**src/common/ovfr_pkg.sv**
```systemverilog
// Package for the output overvoltage fault response block.
// Assumes a single core clock of 250 MHz and an active high asynchronous reset.
package ovfr_pkg;
  // ----------------------------------------------------------------------
  // Register map
  // ----------------------------------------------------------------------
  localparam logic [7:0] OVFR_CFG_OFFSET = 8'h41;
  localparam int OVFR_ACT_HI = 7;
  localparam int OVFR_ACT_LO = 6;
  localparam int OVFR_RTY_HI = 5;
  localparam int OVFR_RTY_LO = 3;
  localparam int OVFR_DLY_HI = 2;
  localparam int OVFR_DLY_LO = 0;
  localparam logic [1:0] OVFR_ACT_IGNORE = 2'h0;
  localparam logic [1:0] OVFR_ACT_INVALID = 2'h3;
  localparam logic [2:0] OVFR_RTY_LATCH = 3'h0;
  localparam logic [2:0] OVFR_RTY_FOREVER = 3'h7;
  // ----------------------------------------------------------------------
  // Timing
  // ----------------------------------------------------------------------
  localparam int OVFR_CLK_MHZ = 250;
  localparam int OVFR_TICK_US = 1;
  localparam int OVFR_TICK_CYC = OVFR_TICK_US * OVFR_CLK_MHZ;
  // ----------------------------------------------------------------------
  // Control states
  // ----------------------------------------------------------------------
  typedef enum logic [5:0] {
    OVFR_OFF = 6'h01,
    OVFR_RISE = 6'h02,
    OVFR_TONMAX = 6'h04,
    OVFR_WATCH = 6'h08,
    OVFR_RUN = 6'h10,
    OVFR_HICCUP = 6'h20
  } ovfr_state_e;
endpackage

```
**src/hw/ovfr_core.sv**
```systemverilog
// Output overvoltage fault response: configuration byte, action selection,
// hiccup restart timing, restart counting and start-up blocking.
// Assumes the fault comparator, enable and faults arrive on the core clock;
// times are counted in microsecond ticks made from the core clock.
//
// Overview of operation
// Overvoltage trip sets byte, word summary and vout status fault bits.
// Overvoltage trip raises the host fault notification line.
// Action 00b keeps regulating through an overvoltage fault.
// Action 01b or 10b shuts output down and follows retry field.
// Action 11b write is rejected, flags communication status, notifies host.
// Retry 0 latches off after shutdown with no restart.
// Retry 1 to 6 waits hiccup, restarts, latches off after N failures.
// Retry 7 retries forever until commanded off or start-up succeeds.
// Hiccup period is one rise time for 0, else K rise times.
// No shutdown fault for one rise time after ramp clears restart count.
// Nonzero turn-on maximum limit starts the observation after that limit.
// Existing overvoltage at enable blocks start-up even when ignoring.
// Host should set overvoltage limit above start-up input voltage.
// Byte clears to zero at reset, loads from nonvolatile copy on nvm_load and updates on the fly.
`timescale 1ns/100ps
module ovfr_core #(
  parameter int TIME_W = 16
) (
  // Clock and reset.
  input wire logic ref_clk,
  input wire logic rst,
  // Configuration byte access, one write strobe per command; reads follow the command code.
  input wire logic [7:0] cmd_code,
  input wire logic wr_stb,
  input wire logic [7:0] wr_data,
  output logic [7:0] rd_data,
  input wire logic [7:0] nvm_cfg,
  input wire logic nvm_load,
  // Converter and fault inputs.
  input wire logic conv_enable,
  input wire logic ov_fault,
  input wire logic other_shutdown_fault,
  input wire logic [TIME_W-1:0] ton_rise_us,
  input wire logic [TIME_W-1:0] ton_max_us,
  // Status clear input; status and control outputs.
  input wire logic status_clear,
  output logic regulate_en,
  output logic latched_off,
  output logic sts_byte_ov,
  output logic sts_word_vout,
  output logic sts_vout_ovf,
  output logic sts_cml_data,
  output logic host_alert,
  output logic [2:0] restart_cnt
);
  // ----------------------------------------------------------------------
  // Configuration byte
  // ----------------------------------------------------------------------
  logic [7:0] cfg_r, cfg_nxt;
  logic cml_r, cml_nxt;
  logic [1:0] act;
  logic [2:0] rty, dly;
  logic cfg_wr;
  assign cfg_wr = wr_stb && (cmd_code == ovfr_pkg::OVFR_CFG_OFFSET);
  assign act = cfg_r[ovfr_pkg::OVFR_ACT_HI:ovfr_pkg::OVFR_ACT_LO];
  assign rty = cfg_r[ovfr_pkg::OVFR_RTY_HI:ovfr_pkg::OVFR_RTY_LO];
  assign dly = cfg_r[ovfr_pkg::OVFR_DLY_HI:ovfr_pkg::OVFR_DLY_LO];

  // Writes take effect at once; an invalid action code leaves the byte alone.
  always_comb begin
    cfg_nxt = cfg_r;
    cml_nxt = cml_r & ~status_clear;
    if (nvm_load) begin
      cfg_nxt = nvm_cfg;
    end else if (cfg_wr) begin
      if (wr_data[7:6] == ovfr_pkg::OVFR_ACT_INVALID) begin
        cml_nxt = 1'b1;
      end else begin
        cfg_nxt = wr_data;
      end
    end
  end

  always_ff @(posedge ref_clk or posedge rst) begin
    if (rst) begin
      cfg_r <= 8'h00;
      cml_r <= 1'b0;
    end else begin
      cfg_r <= cfg_nxt;
      cml_r <= cml_nxt;
    end
  end

  // Reads of other command codes return zero.
  always_ff @(posedge ref_clk or posedge rst) begin
    if (rst) begin
      rd_data <= 8'h00;
    end else begin
      rd_data <= (cmd_code == ovfr_pkg::OVFR_CFG_OFFSET) ? cfg_r : 8'h00;
    end
  end

  // ----------------------------------------------------------------------
  // Microsecond tick
  // ----------------------------------------------------------------------
  logic [8:0] div_r, div_nxt;
  logic tick;
  localparam logic [8:0] TICK_LAST = 9'(ovfr_pkg::OVFR_TICK_CYC - 1);
  assign tick = (div_r == TICK_LAST);
  always_comb begin
    div_nxt = tick ? 9'h000 : 9'(div_r + 9'h001);
  end
  always_ff @(posedge ref_clk or posedge rst) begin
    if (rst) begin
      div_r <= 9'h000;
    end else begin
      div_r <= div_nxt;
    end
  end

  // ----------------------------------------------------------------------
  // Sequencer
  // ----------------------------------------------------------------------
  ovfr_pkg::ovfr_state_e st_r, st_nxt;
  logic [TIME_W+2:0] tmr_r, tmr_nxt;
  logic [2:0] cnt_r, cnt_nxt;
  logic [2:0] hic_r, hic_nxt;
  logic ov_r, ov_nxt;
  logic shut_fault, ov_shut, tdone;
  logic [TIME_W+2:0] hic_len;
  assign ov_shut = ov_fault && (act != ovfr_pkg::OVFR_ACT_IGNORE);
  assign shut_fault = ov_shut || other_shutdown_fault;
  assign tdone = (tmr_r == '0) || (tick && tmr_r == (TIME_W+3)'(1));
  // Zero and one both give a single rise time.
  assign hic_len = (TIME_W+3)'(ton_rise_us) * (TIME_W+3)'((dly == 3'h0) ? 3'h1 : dly);

  always_comb begin
    st_nxt = st_r;
    tmr_nxt = (tick && tmr_r != '0) ? (TIME_W+3)'(tmr_r - 1'b1) : tmr_r;
    cnt_nxt = cnt_r;
    hic_nxt = hic_r;
    // Set beats clear so a trip in the clear cycle is kept.
    ov_nxt = ov_fault | (ov_r & ~status_clear);
    case (st_r)
      ovfr_pkg::OVFR_OFF: begin
        // An overvoltage already present stops the start, whatever the action.
        if (conv_enable && !ov_fault && cnt_r == 3'h0 && hic_r == 3'h0) begin
          st_nxt = ovfr_pkg::OVFR_RISE;
          tmr_nxt = (TIME_W+3)'(ton_rise_us);
        end
        // Dropping enable is the only release of a latched-off state.
        if (!conv_enable) begin
          cnt_nxt = 3'h0;
          hic_nxt = 3'h0;
        end
      end
      ovfr_pkg::OVFR_RISE, ovfr_pkg::OVFR_TONMAX, ovfr_pkg::OVFR_WATCH: begin
        if (!conv_enable) begin
          st_nxt = ovfr_pkg::OVFR_OFF;
        end else if (shut_fault) begin
          st_nxt = ovfr_pkg::OVFR_HICCUP;
          tmr_nxt = hic_len;
        end else if (tdone) begin
          if (st_r == ovfr_pkg::OVFR_RISE && ton_max_us != '0) begin
            st_nxt = ovfr_pkg::OVFR_TONMAX;
            tmr_nxt = (TIME_W+3)'(ton_max_us);
          end else if (st_r != ovfr_pkg::OVFR_WATCH) begin
            st_nxt = ovfr_pkg::OVFR_WATCH;
            tmr_nxt = (TIME_W+3)'(ton_rise_us);
          end else begin
            st_nxt = ovfr_pkg::OVFR_RUN;
            cnt_nxt = 3'h0;
          end
        end
      end
      ovfr_pkg::OVFR_RUN: begin
        if (!conv_enable) begin
          st_nxt = ovfr_pkg::OVFR_OFF;
        end else if (shut_fault) begin
          st_nxt = ovfr_pkg::OVFR_HICCUP;
          tmr_nxt = hic_len;
        end
      end
      ovfr_pkg::OVFR_HICCUP: begin
        if (!conv_enable) begin
          st_nxt = ovfr_pkg::OVFR_OFF;
          hic_nxt = 3'h0;
        end else if (rty == ovfr_pkg::OVFR_RTY_LATCH || (rty != ovfr_pkg::OVFR_RTY_FOREVER
                     && cnt_r >= rty)) begin
          // The flag keeps the block off even though enable stays high.
          st_nxt = ovfr_pkg::OVFR_OFF;
          hic_nxt = 3'h1;
        end else if (tdone) begin
          st_nxt = ovfr_pkg::OVFR_RISE;
          tmr_nxt = (TIME_W+3)'(ton_rise_us);
          if (rty != ovfr_pkg::OVFR_RTY_FOREVER) cnt_nxt = 3'(cnt_r + 3'h1);
        end
      end
      default: begin
        st_nxt = ovfr_pkg::OVFR_OFF;
      end
    endcase
  end

  always_ff @(posedge ref_clk or posedge rst) begin
    if (rst) begin
      st_r <= ovfr_pkg::OVFR_OFF;
      tmr_r <= '0;
      cnt_r <= 3'h0;
      hic_r <= 3'h0;
      ov_r <= 1'b0;
    end else begin
      st_r <= st_nxt;
      tmr_r <= tmr_nxt;
      cnt_r <= cnt_nxt;
      hic_r <= hic_nxt;
      ov_r <= ov_nxt;
    end
  end

  // ----------------------------------------------------------------------
  // Outputs
  // ----------------------------------------------------------------------
  // Latched off stays until enable drops; that is the only release path.
  always_ff @(posedge ref_clk or posedge rst) begin
    if (rst) begin
      regulate_en <= 1'b0;
      latched_off <= 1'b0;
    end else begin
      regulate_en <= (st_nxt != ovfr_pkg::OVFR_OFF) && (st_nxt != ovfr_pkg::OVFR_HICCUP);
      latched_off <= (st_nxt == ovfr_pkg::OVFR_OFF) && (hic_nxt != 3'h0);
    end
  end
  assign sts_byte_ov = ov_r;
  assign sts_word_vout = ov_r;
  assign sts_vout_ovf = ov_r;
  assign sts_cml_data = cml_r;
  assign host_alert = ov_r | cml_r;
  assign restart_cnt = cnt_r;
endmodule

```
**config.mk**
```make
export PLATFORM = sky130hd
export DESIGN_NAME = ovfr_core
export DESIGN_NICKNAME = d
export VERILOG_FILES = /design/src/common/ovfr_pkg.sv /design/src/hw/ovfr_core.sv
export SDC_FILE = /design/constraint.sdc
export NUM_CORES = 1
export LEC_CHECK = 0
export CORE_MARGIN = 3
export CORE_UTILIZATION = 50
export CTS_CLUSTER_DIAMETER = 50
export DETAILED_ROUTE_END_ITERATION = 12
export DONT_BUFFER_PORTS = 1
export PLACE_DENSITY = 0.75
export SLEW_MARGIN = 15
export SYNTH_ARGS = -nofsm -noshare
export SYNTH_HDL_FRONTEND = slang
export SYNTH_SLANG_ARGS = --single-unit
export TNS_END_PERCENT = 50
```
**constraint.sdc**
```tcl
create_clock -name ref_clk -period 3.3 [get_ports ref_clk]
set_input_delay 0.33 -clock ref_clk [delete_from_list [all_inputs] [get_ports ref_clk]]
set_output_delay 0.33 -clock ref_clk [all_outputs]
set_load 0.1 [all_outputs]
```
# After elaboration in Yosys (flattened, before gate mapping)
# Index checks and enable logic that the tools add are counted.
[word_totals]
register_bits = 60
in_bits = 64
out_inout_bits = 18
elab_cells = 125
[classes]
n_addsub = 3
mul = 1
order_cmp = 1
n_eq_ne = 26
mux = 49
bitwise_logic = 5
n_reduce_logical = 29
[ops]
columns = ["operator", "count"]
rows = [
  ["2-to-1 mux 19 bit", 12],
  ["one-hot mux 19 bit (4 select lines)", 1],
  ["2-to-1 mux 6 bit", 9],
  ["2-to-1 mux 3 bit", 14],
  ["2-to-1 mux 8 bit", 4],
  ["one-hot mux 6 bit (4 select lines)", 1],
  ["inequality test 2 bit, second input constant", 11],
  ["== test 19 x 1 -> 1 bit, second input constant", 1],
  ["zero test 19 bit", 1],
  ["multiplier 16 x 3 -> 19 bit", 1],
  ["nonzero test 19 bit", 1],
  ["subtractor 19 x 1 -> 19 bit, second input constant", 1],
  ["nonzero test 16 bit", 1],
  ["== test 6 x 1 -> 1 bit, second input constant", 2],
  ["zero test 3 bit", 4],
  ["logical AND 1 bit", 11],
  ["AND reduction 11 bit", 1],
  ["2-to-1 mux 5 bit", 2],
  ["adder 9 x 1 -> 9 bit, second input constant", 1],
  ["== test 9 x 8 -> 1 bit, second input constant", 1],
  ["2-to-1 mux 9 bit", 1],
  ["one-hot mux 3 bit (3 select lines)", 1],
  ["== test 8 x 7 -> 1 bit, second input constant", 1],
  ["== test 6 x 2 -> 1 bit, second input constant", 1],
  ["other kinds (22)", 30],
]

# Logic depth before layout (Yosys ltp)
# Gate-level depths: netlist of the first run.
[depth]
ltp_word = 9
ltp_mapped = 14
mapped_depth_nobuf = 13

# Least setup slack after synthesis of the first run
# No wires, ideal clock.
[synth_timing]
path_type = "register to register"
startpoint = "register cfg_r[1]"
endpoint = "register tmr_r[17]"
setup_time_ps = 132
arrival_ps = 3500
required_ps = 3168
path_slack_ps = -332
stages_incl_launch_ff = 15
n_path_buf = 2
synth_period_minus_slack_ps = 3632
cell_sequence = "dfrtp_1 -> clkbuf_1 -> o21bai_1 -> clkbuf_1 -> nand2_1 -> fa_1 -> inv_1 -> ha_1 -> a21oi_1 -> nor2_1 -> a2111oi_0 -> a31oi_1 -> a31oi_1 -> xor2_1 -> o22ai_1"
[synth_via]
elab_chain_cells = 6
elab_cells_between_ends = 8
cone_classes = "mul: 1; mux: 6; reduce/logical: 1"
[synth_rtl]
columns = ["item", "line_no", "text"]
rows = [
  ["start, declared", "ovfr_core.sv:55", "logic [7:0] cfg_r, cfg_nxt;"],
  ["start signal, assigned", "ovfr_core.sv:85", "cfg_r <= cfg_nxt;"],
  ["zero test 3 bit", "ovfr_core.sv:131", "assign hic_len = (TIME_W+3)'(ton_rise_us) * (TIME_W+3)'((dly == 3'h0) ? 3'h1 : dly);"],
  ["2-to-1 mux 3 bit (*)", "ovfr_core.sv:131", ""],
  ["multiplier 16 x 3 -> 19 bit (*)", "ovfr_core.sv:131", ""],
  ["2-to-1 mux 19 bit, on equally long branches", "ovfr_core.sv:175, ovfr_core.sv:156", ""],
  ["2-to-1 mux 19 bit, on equally long branches", "ovfr_core.sv:173, ovfr_core.sv:154", ""],
  ["one-hot mux 19 bit (4 select lines) (*)", "ovfr_core.sv:140", "case (st_r)"],
  ["named net tmr_nxt[17]", "ovfr_core.sv:121", "logic [TIME_W+2:0] tmr_r, tmr_nxt;"],
  ["end signal, assigned", "ovfr_core.sv:210", "tmr_r <= tmr_nxt;"],
  ["end, declared", "ovfr_core.sv:121", ""],
]
# Mark *: on every way through the listed nets, which the timed path passes. The rest lies on a longest branch.
# A chain may end at the register's enable or synchronous reset.

# Worst setup path after layout of the first run
[layout_timing]
startpoint = "register cfg_r[1]"
endpoint = "register tmr_r[11]"
# The elaborated chain is that of the path after synthesis.

==> out/results.tsv, run 1 <==
metric	value	unit
status	finished clean	
worstRegToRegCells	13	
grt_overflow	0	
worstPathMaxFanout	5	
drv_slew	0	
tightest_slew	1060	ps
pwr_density_cell	639	nW/µm²
clk_path_buf_depth	2	
skew	8.75	ps
dr.first_iter.drc_count	419	
antenna_found_initial	0	
viasPerCell	6.25	
start_util	52.4	%
pwr-share-seq	28.5	%
fmax	0.311	GHz
busiest_layer	met2	
swShare	43.8	%
setup_ws	87.3	ps
multiInputGateArea	3540	µm²
grt_first_pass_wirelength	23.4	mm
synthArstFlopShare	100	%
hold_class	in2async	
cts_sinks	60	
regArea	1500	µm²
fin_total_pwr	3.72	mW
synthesis.nets	746	
placed_area	5460	µm²
path_class	reg2reg	
maxCapViolations	0	
drive_above_1_share	12.0	%
ys_ff_latch	60	
nNetsFinal	759	
worst_path_max_delay_cell	fa_1	
start_kind	register	
p_int	2.09	mW
r2r_start	cfg_r[1]	
grt_usage	25.4	%
crit_path_start	cfg_r[1]	
end_kind	register	
grt_pass1_vias	4800	
drtPass1Iterations	5	
ys_types	68	
clk_pin_slew	80	ps
layout_commonest_cell	nand2_1	
clkPwrFrac	22.1	%
synth_top_cell_by_area	dfrtp_1	
synth.area.top_cells	dfrtp_1 (28%), ha_1 (6.4%), nand2_1 (5.9%), fa_1 (5.7%), nor2_1 (4.0%)	
gr-usage-met2	40.8	%
leakagePower	2.62	nW
synth_cells	640	
grtUsageMet3	6.51	%
fp-row-count	36	
clk_latency	350	ps
crit_chain	o21bai_4 -> buf_2 -> nand2_1 -> fa_1 -> inv_1 -> ha_1 -> o21ai_1 -> nor2_2 -> o41a_1 -> a31o_2 -> xor2_1 -> nand2_1 -> o2111ai_1	
critical_path_arrival	3420	ps
cts_hold_buf	0	
fin_crit	3210	ps
diodes	0	
fin_area	5810	µm²
wl	14.7	mm
cts_max_level	3	
max_slew_margin	28.9	%
netlist_area	5240	µm²
dp_slack	11.3	ps
cp.depth	13	
wl_per_cell	18.6	µm
cp.required	3510	ps
io_pins	82	
final_cell_mix	nand2_1 (82), dfrtp_1 (58), nor2_1 (55)	
gp_congestion	0.948	
syn_to_final_growth	10.9	%
vias	4943	
n_fill_cell	903	
path_delay_family	compound AO/OA/AOI/OAI gates	
critical-path-max-stage-delay	530	ps
pwr-share-comb	49.4	%
fp.dieW	108	µm
ant_nets	0	
grt_max_degree	46	
path_buf_inv	2	
r2r_slack	90	ps
final.period_utilization	97.4	%
yosysWarnings	0	
coreArea	10000	µm²
avgSynthCellArea	8.19	µm²
grt_use_met1	33.1	%
synth_edf_count	0	
power_switching	1.63	mW
cts_tree	built	
synth_ff_type	dfrtp_1	
hold_violations	0	
synth.top_cell.area_share	28.2	%
cts_buffers	9	
ys_seq_area_share	28.7	%
root_buffer	clkbuf_8	
setup_tns	0	ps
setup_viol	0	
die_area	11700	µm²
hpwl	11.4	mm
rr_endpoint	tmr_r[11]	
numPortBuffers	0	
drc	0	
die_h	108	µm
cp_common_cell	nand2_1	
peakVddDrop	0.323	mV
critPathCapture	tmr_r[11]	
[per-layer routing]
metal  vias up  routed length, µm  share of wire, %
met4         0                418               2.8
met5         -                  0                 0
met2       211               6800                46
li1       2343                  -                 -
met3        31               1260               8.6
met1      2358               6260                42
[power by group through the flow]
stage	clock network, mW	logic [mW]	registers [mW]
2_1_floorplan	0	1.38	1.03
3_3_place_gp	0	1.68	1.05
3_5_place_dp	0	1.72	1.06
4_1_cts	0.840	1.74	1.05
5_1_grt	0.872	2.02	1.08
6_report	0.822	1.84	1.06
[metrics by stage]
step | hold slack (ps) | cells | util, %
2_1_floorplan | 422 | 640 | -
3_3_place_gp | 426 | 770 | 54.6
3_5_place_dp | 435 | 770 | 54.6
4_1_cts | 54.4 | 786 | 57.1
5_1_grt | 72.2 | 791 | 58.1
6_report | 64.0 | 791 | 58.1
[flip-flops by register name (all words and copies together), names as in the netlist]
| name | cells |
|---|---|
| sts_byte_ov | 1 |
| regulate_en | 1 |
| div_r | 9 |
| hic_r | 3 |
| st_r | 6 |
| rd_data | 8 |
| latched_off | 1 |
| cfg_r | 8 |
| restart_cnt | 3 |
| sts_cml_data | 1 |
| tmr_r | 19 |
[final cells by class]
class,count,share of cell area (%)
repair buffers,25,3.38
inverters,43,2.78
clock buffers,9,2.13
well taps,133,2.86
multi-input cells,514,60.9
flip-flops and latches,60,25.9
clock inverters,7,2.11
[cells in the mapped netlist, types with 3 or more instances]
cell,n
nand2_1,83
dfrtp_1,59
nor2_1,56
inv_1,43
a21oi_1,35
o21ai_0,34
ha_1,27
nor3_1,22
xor2_1,18
and2_1,17
clkbuf_1,16
nand3_1,16
nor4_1,16
fa_1,15
xnor2_1,13
o221ai_1,11
mux2i_1,9
o211ai_1,9
a21o_1,8
a22oi_1,8
a31oi_1,7
nand4_1,7
o21a_1,7
o2111ai_1,6
o21ai_1,6
o221a_2,6
or4_1,6
and3_1,5
nor2b_1,5
or3_1,5
a211oi_1,4
o21bai_1,4
o31ai_1,4
and4_1,3
nor3b_1,3
o22ai_1,3
or2_2,3
or4_4,3
[kinds of logic (layout without fill, tap and decap cells)]
family | Yosys count | in the layout | share of synthesized area (%)
flip-flops | 60 | 60 | 28.7
multiplexers | 9 | 9 | 1.72
AND/OR/NAND/NOR | 262 | 262 | 25.1
AO/OA/AOI/OAI | 170 | 170 | 22.0
buffers and inverters | 66 | 84 | 5.21
adder cells (fa/ha/maj) | 42 | 42 | 12.2
XOR/XNOR | 31 | 31 | 5.18
[worst min-delay path by stage]
stage | startpoint | to | slack (ps) | cells after the start
after floorplan | ov_fault | sts_byte_ov | 420 | 1
after global placement | ov_fault | sts_byte_ov | 430 | 1
after detailed placement | ov_fault | sts_byte_ov | 440 | 1
after CTS | ov_fault | sts_byte_ov | 50 | 1
after global routing | ov_fault | sts_byte_ov | 70 | 1
final | rst | restart_cnt[2] | 60 | 1
[repair_timing]
item,in CTS,in global routing
setup buffers,0,4
cloned,0,1
resized for setup,1,17
pin swaps,0,10
endpoints found under the setup margin,1,13
Note: power is estimated with default switching activity, not from simulation.
==> inputs of run 2 (changes only) <==
CORE_MARGIN = default   (was 3)
PLACE_DENSITY = 0.72   (was 0.75)
SLEW_MARGIN = 20   (was 15)
clock period = 3.5 ns   (was 3.3 ns; I/O delays follow)
==> run 2 against run 1 <==
Die area decreased by 7.2%. Clock power decreased by 23%. Design area decreased by 2.3%. Worst setup slack improved by 120 ps. Sequential power decreased by 7%. Flip-flop and latch count unchanged. Clock skew about the same. Global-route usage increased by 2.3 points. Worst hold slack improved by 35 ps.
==> out/results.tsv, run 2 (synthesis gave the netlist of run 1 again) <==
metric	value	unit	change
cp.required	3710	ps	+200 ps
hold_ws	99.1	ps	+35.2 ps
die_h	104	µm	-3.7%
syn_to_final_growth	8.43	%	
start_kind	register		
max_slew_margin	40.3	%	+11 points
cts_tree	built		
grt_first_pass_wirelength	24.0	mm	+2.6%
gp_congestion	0.977		+3.0%
fin_total_pwr	3.31	mW	-11%
grt_pass1_vias	4887		+1.8%
diodes	0		unchanged
root_buffer	clkbuf_8		
skew	8.30	ps	-0.448 ps
fp.dieW	104	µm	-3.7%
drive_above_1_share	9.82	%	-2.2 points
final.period_utilization	94.1	%	-3.2 points
nNetsFinal	753		-0.79%
clk_path_buf_depth	2		unchanged
cts_max_level	3		unchanged
worstPathMaxFanout	18		+13
fin_crit	3290	ps	+81.8 ps
dr.first_iter.drc_count	529		+26%
leakagePower	2.56	nW	-2.5%
met3WireLength	1.18	mm	-7.0%
start_util	51.2	%	-1.2 points
drc	0		unchanged
coreArea	10200	µm²	+2.3%
viasPerCell	6.41		+2.5%
status	finished clean		
fin_util	55.5	%	-2.6 points
grt_usage	27.7	%	+2.3 points
drtPass1Iterations	5		unchanged
clk_latency	350	ps	about the same
cts_sinks	60		unchanged
wl	14.7	mm	about the same
numPortBuffers	0		unchanged
cts_setup_buffers	0		unchanged
placed_area	5440	µm²	-0.41%
grt_max_degree	33		-28%
end_kind	register		
vias	5048		+2.1%
path_class	reg2reg		
grt_overflow	0		unchanged
top_layer	met4		
hpwl	11.6	mm	+1.7%
hold_class	in2reg		
layout_commonest_cell	nand2_1		
antenna_found_initial	0		unchanged
fin_area	5680	µm²	-2.3%
clk_pin_slew	80	ps	about the same
largest-register	tmr_r		
pwr_density_cell	583	nW/µm²	-8.7%
reg_top3	tmr_r: 19 flops, div_r: 9 flops		
fp-row-count	37		+2.8%
die_area	10900	µm²	-7.2%
wl_met1	5.97	mm	-4.6%
cts_buffers	9		unchanged
largest_reg_flops	19		unchanged
ant_nets	0		unchanged
maxCapViolations	0		unchanged
setup_viol	0		unchanged
final_cell_mix	nand2_1 (83), dfrtp_1 (58), nor2_1 (56)		
peakVddDrop	0.306	mV	-5.4%
setup_ws	205	ps	+118 ps
dp_slack	-0.122	ps	-11.4 ps
fmax	0.304	GHz	-2.5%
tightest_slew	896	ps	-168 ps
wl_per_cell	18.7	µm	+0.43%
hold_violations	0		unchanged
drv_slew	0		unchanged
critical_path_arrival	3500	ps	+80 ps
dr_wl_met2	7.08	mm	+4.2%
io_pins	82		unchanged
-- run 2: cell count changes in the layout (fill, tap and decap cells not counted), moves of 2 or more --
| cell | delta |
|---|---|
| buf_4 | -4 |
| nor4_1 | +3 |
| nor4_2 | -3 |
| buf_6 | -2 |
| bufinv_16 | -2 |
| clkinvlp_4 | +2 |
-- run 2: per-stage QoR --
| step | setup TNS (ps) | cells |
|---|---|---|
| floorplan | 0 | 640 |
| global placement | 0 | 771 |
| detailed placement | -0.122 | 771 |
| CTS | 0 | 788 |
| global route | -3.70 | 788 |
| finish | 0 | 788 |
-- run 2: area by class of cell --
class / instances / area, µm²
clock inverter: 7 / 77.6
inverter: 43 / 161
multi-input combinational: 514 / 3500
fill: 950 / 4550
sequential: 60 / 1500
tap: 136 / 170
timing repair buffer: 19 / 149
clock buffer: 9 / 124
-- run 2: metal layers --
layer  up-vias  global-route usage, %
li1       2343                      -
met1      2420                   34.5
met2       237                   46.5
met3        48                   6.77
met4         0                   10.1
met5         -                      0
-- run 2: worst paths after layout --
| path | slack [ps] | startpoint | cells past startpoint | end |
|---|---|---|---|---|
| min in group asynchronous | 530 | rst | 2 | div_r[6] |
| worst max register to register | 210 | cfg_r[1] | 13 | tmr_r[18] |
| worst min register to register | 480 | div_r[8] | 1 | div_r[8] |
| max in group asynchronous | 2100 | rst | 3 | st_r[0] |
| worst min-delay path | 100 | ov_fault | 1 | sts_byte_ov |
| worst max-delay path | 210 | cfg_r[1] | 13 | tmr_r[18] |
-- run 2: timing repair --
item | in CTS | in global routing
hold buffers | 1 | 0
endpoints found under the setup margin | 1 | 4
gates resized for setup | 1 | 7
hold endpoints to repair | 28 | 0
cloned | 0 | 0
-- run 2: power by group --
group | total (mW) | internal [mW] | switching (mW) | leakage (nW)
clock | 0.636 | 0.330 | 0.305 | 0.0877
combinational | 1.69 | 0.649 | 1.04 | 1.69
sequential | 0.990 | 0.815 | 0.175 | 0.778
total | 3.31 | 1.79 | 1.52 | 2.56
-- run 2: critical path: stages, from the launching register on --
cell,delay [ps]
dfrtp_1,360
buf_4,230
nand2_1,100
fa_1,500
inv_1,40
ha_1,220
fa_1,500
a211oi_2,250
o211ai_1,190
a21oi_2,190
o31ai_1,130
a21o_1,200
a21oi_1,150
o22ai_1,100
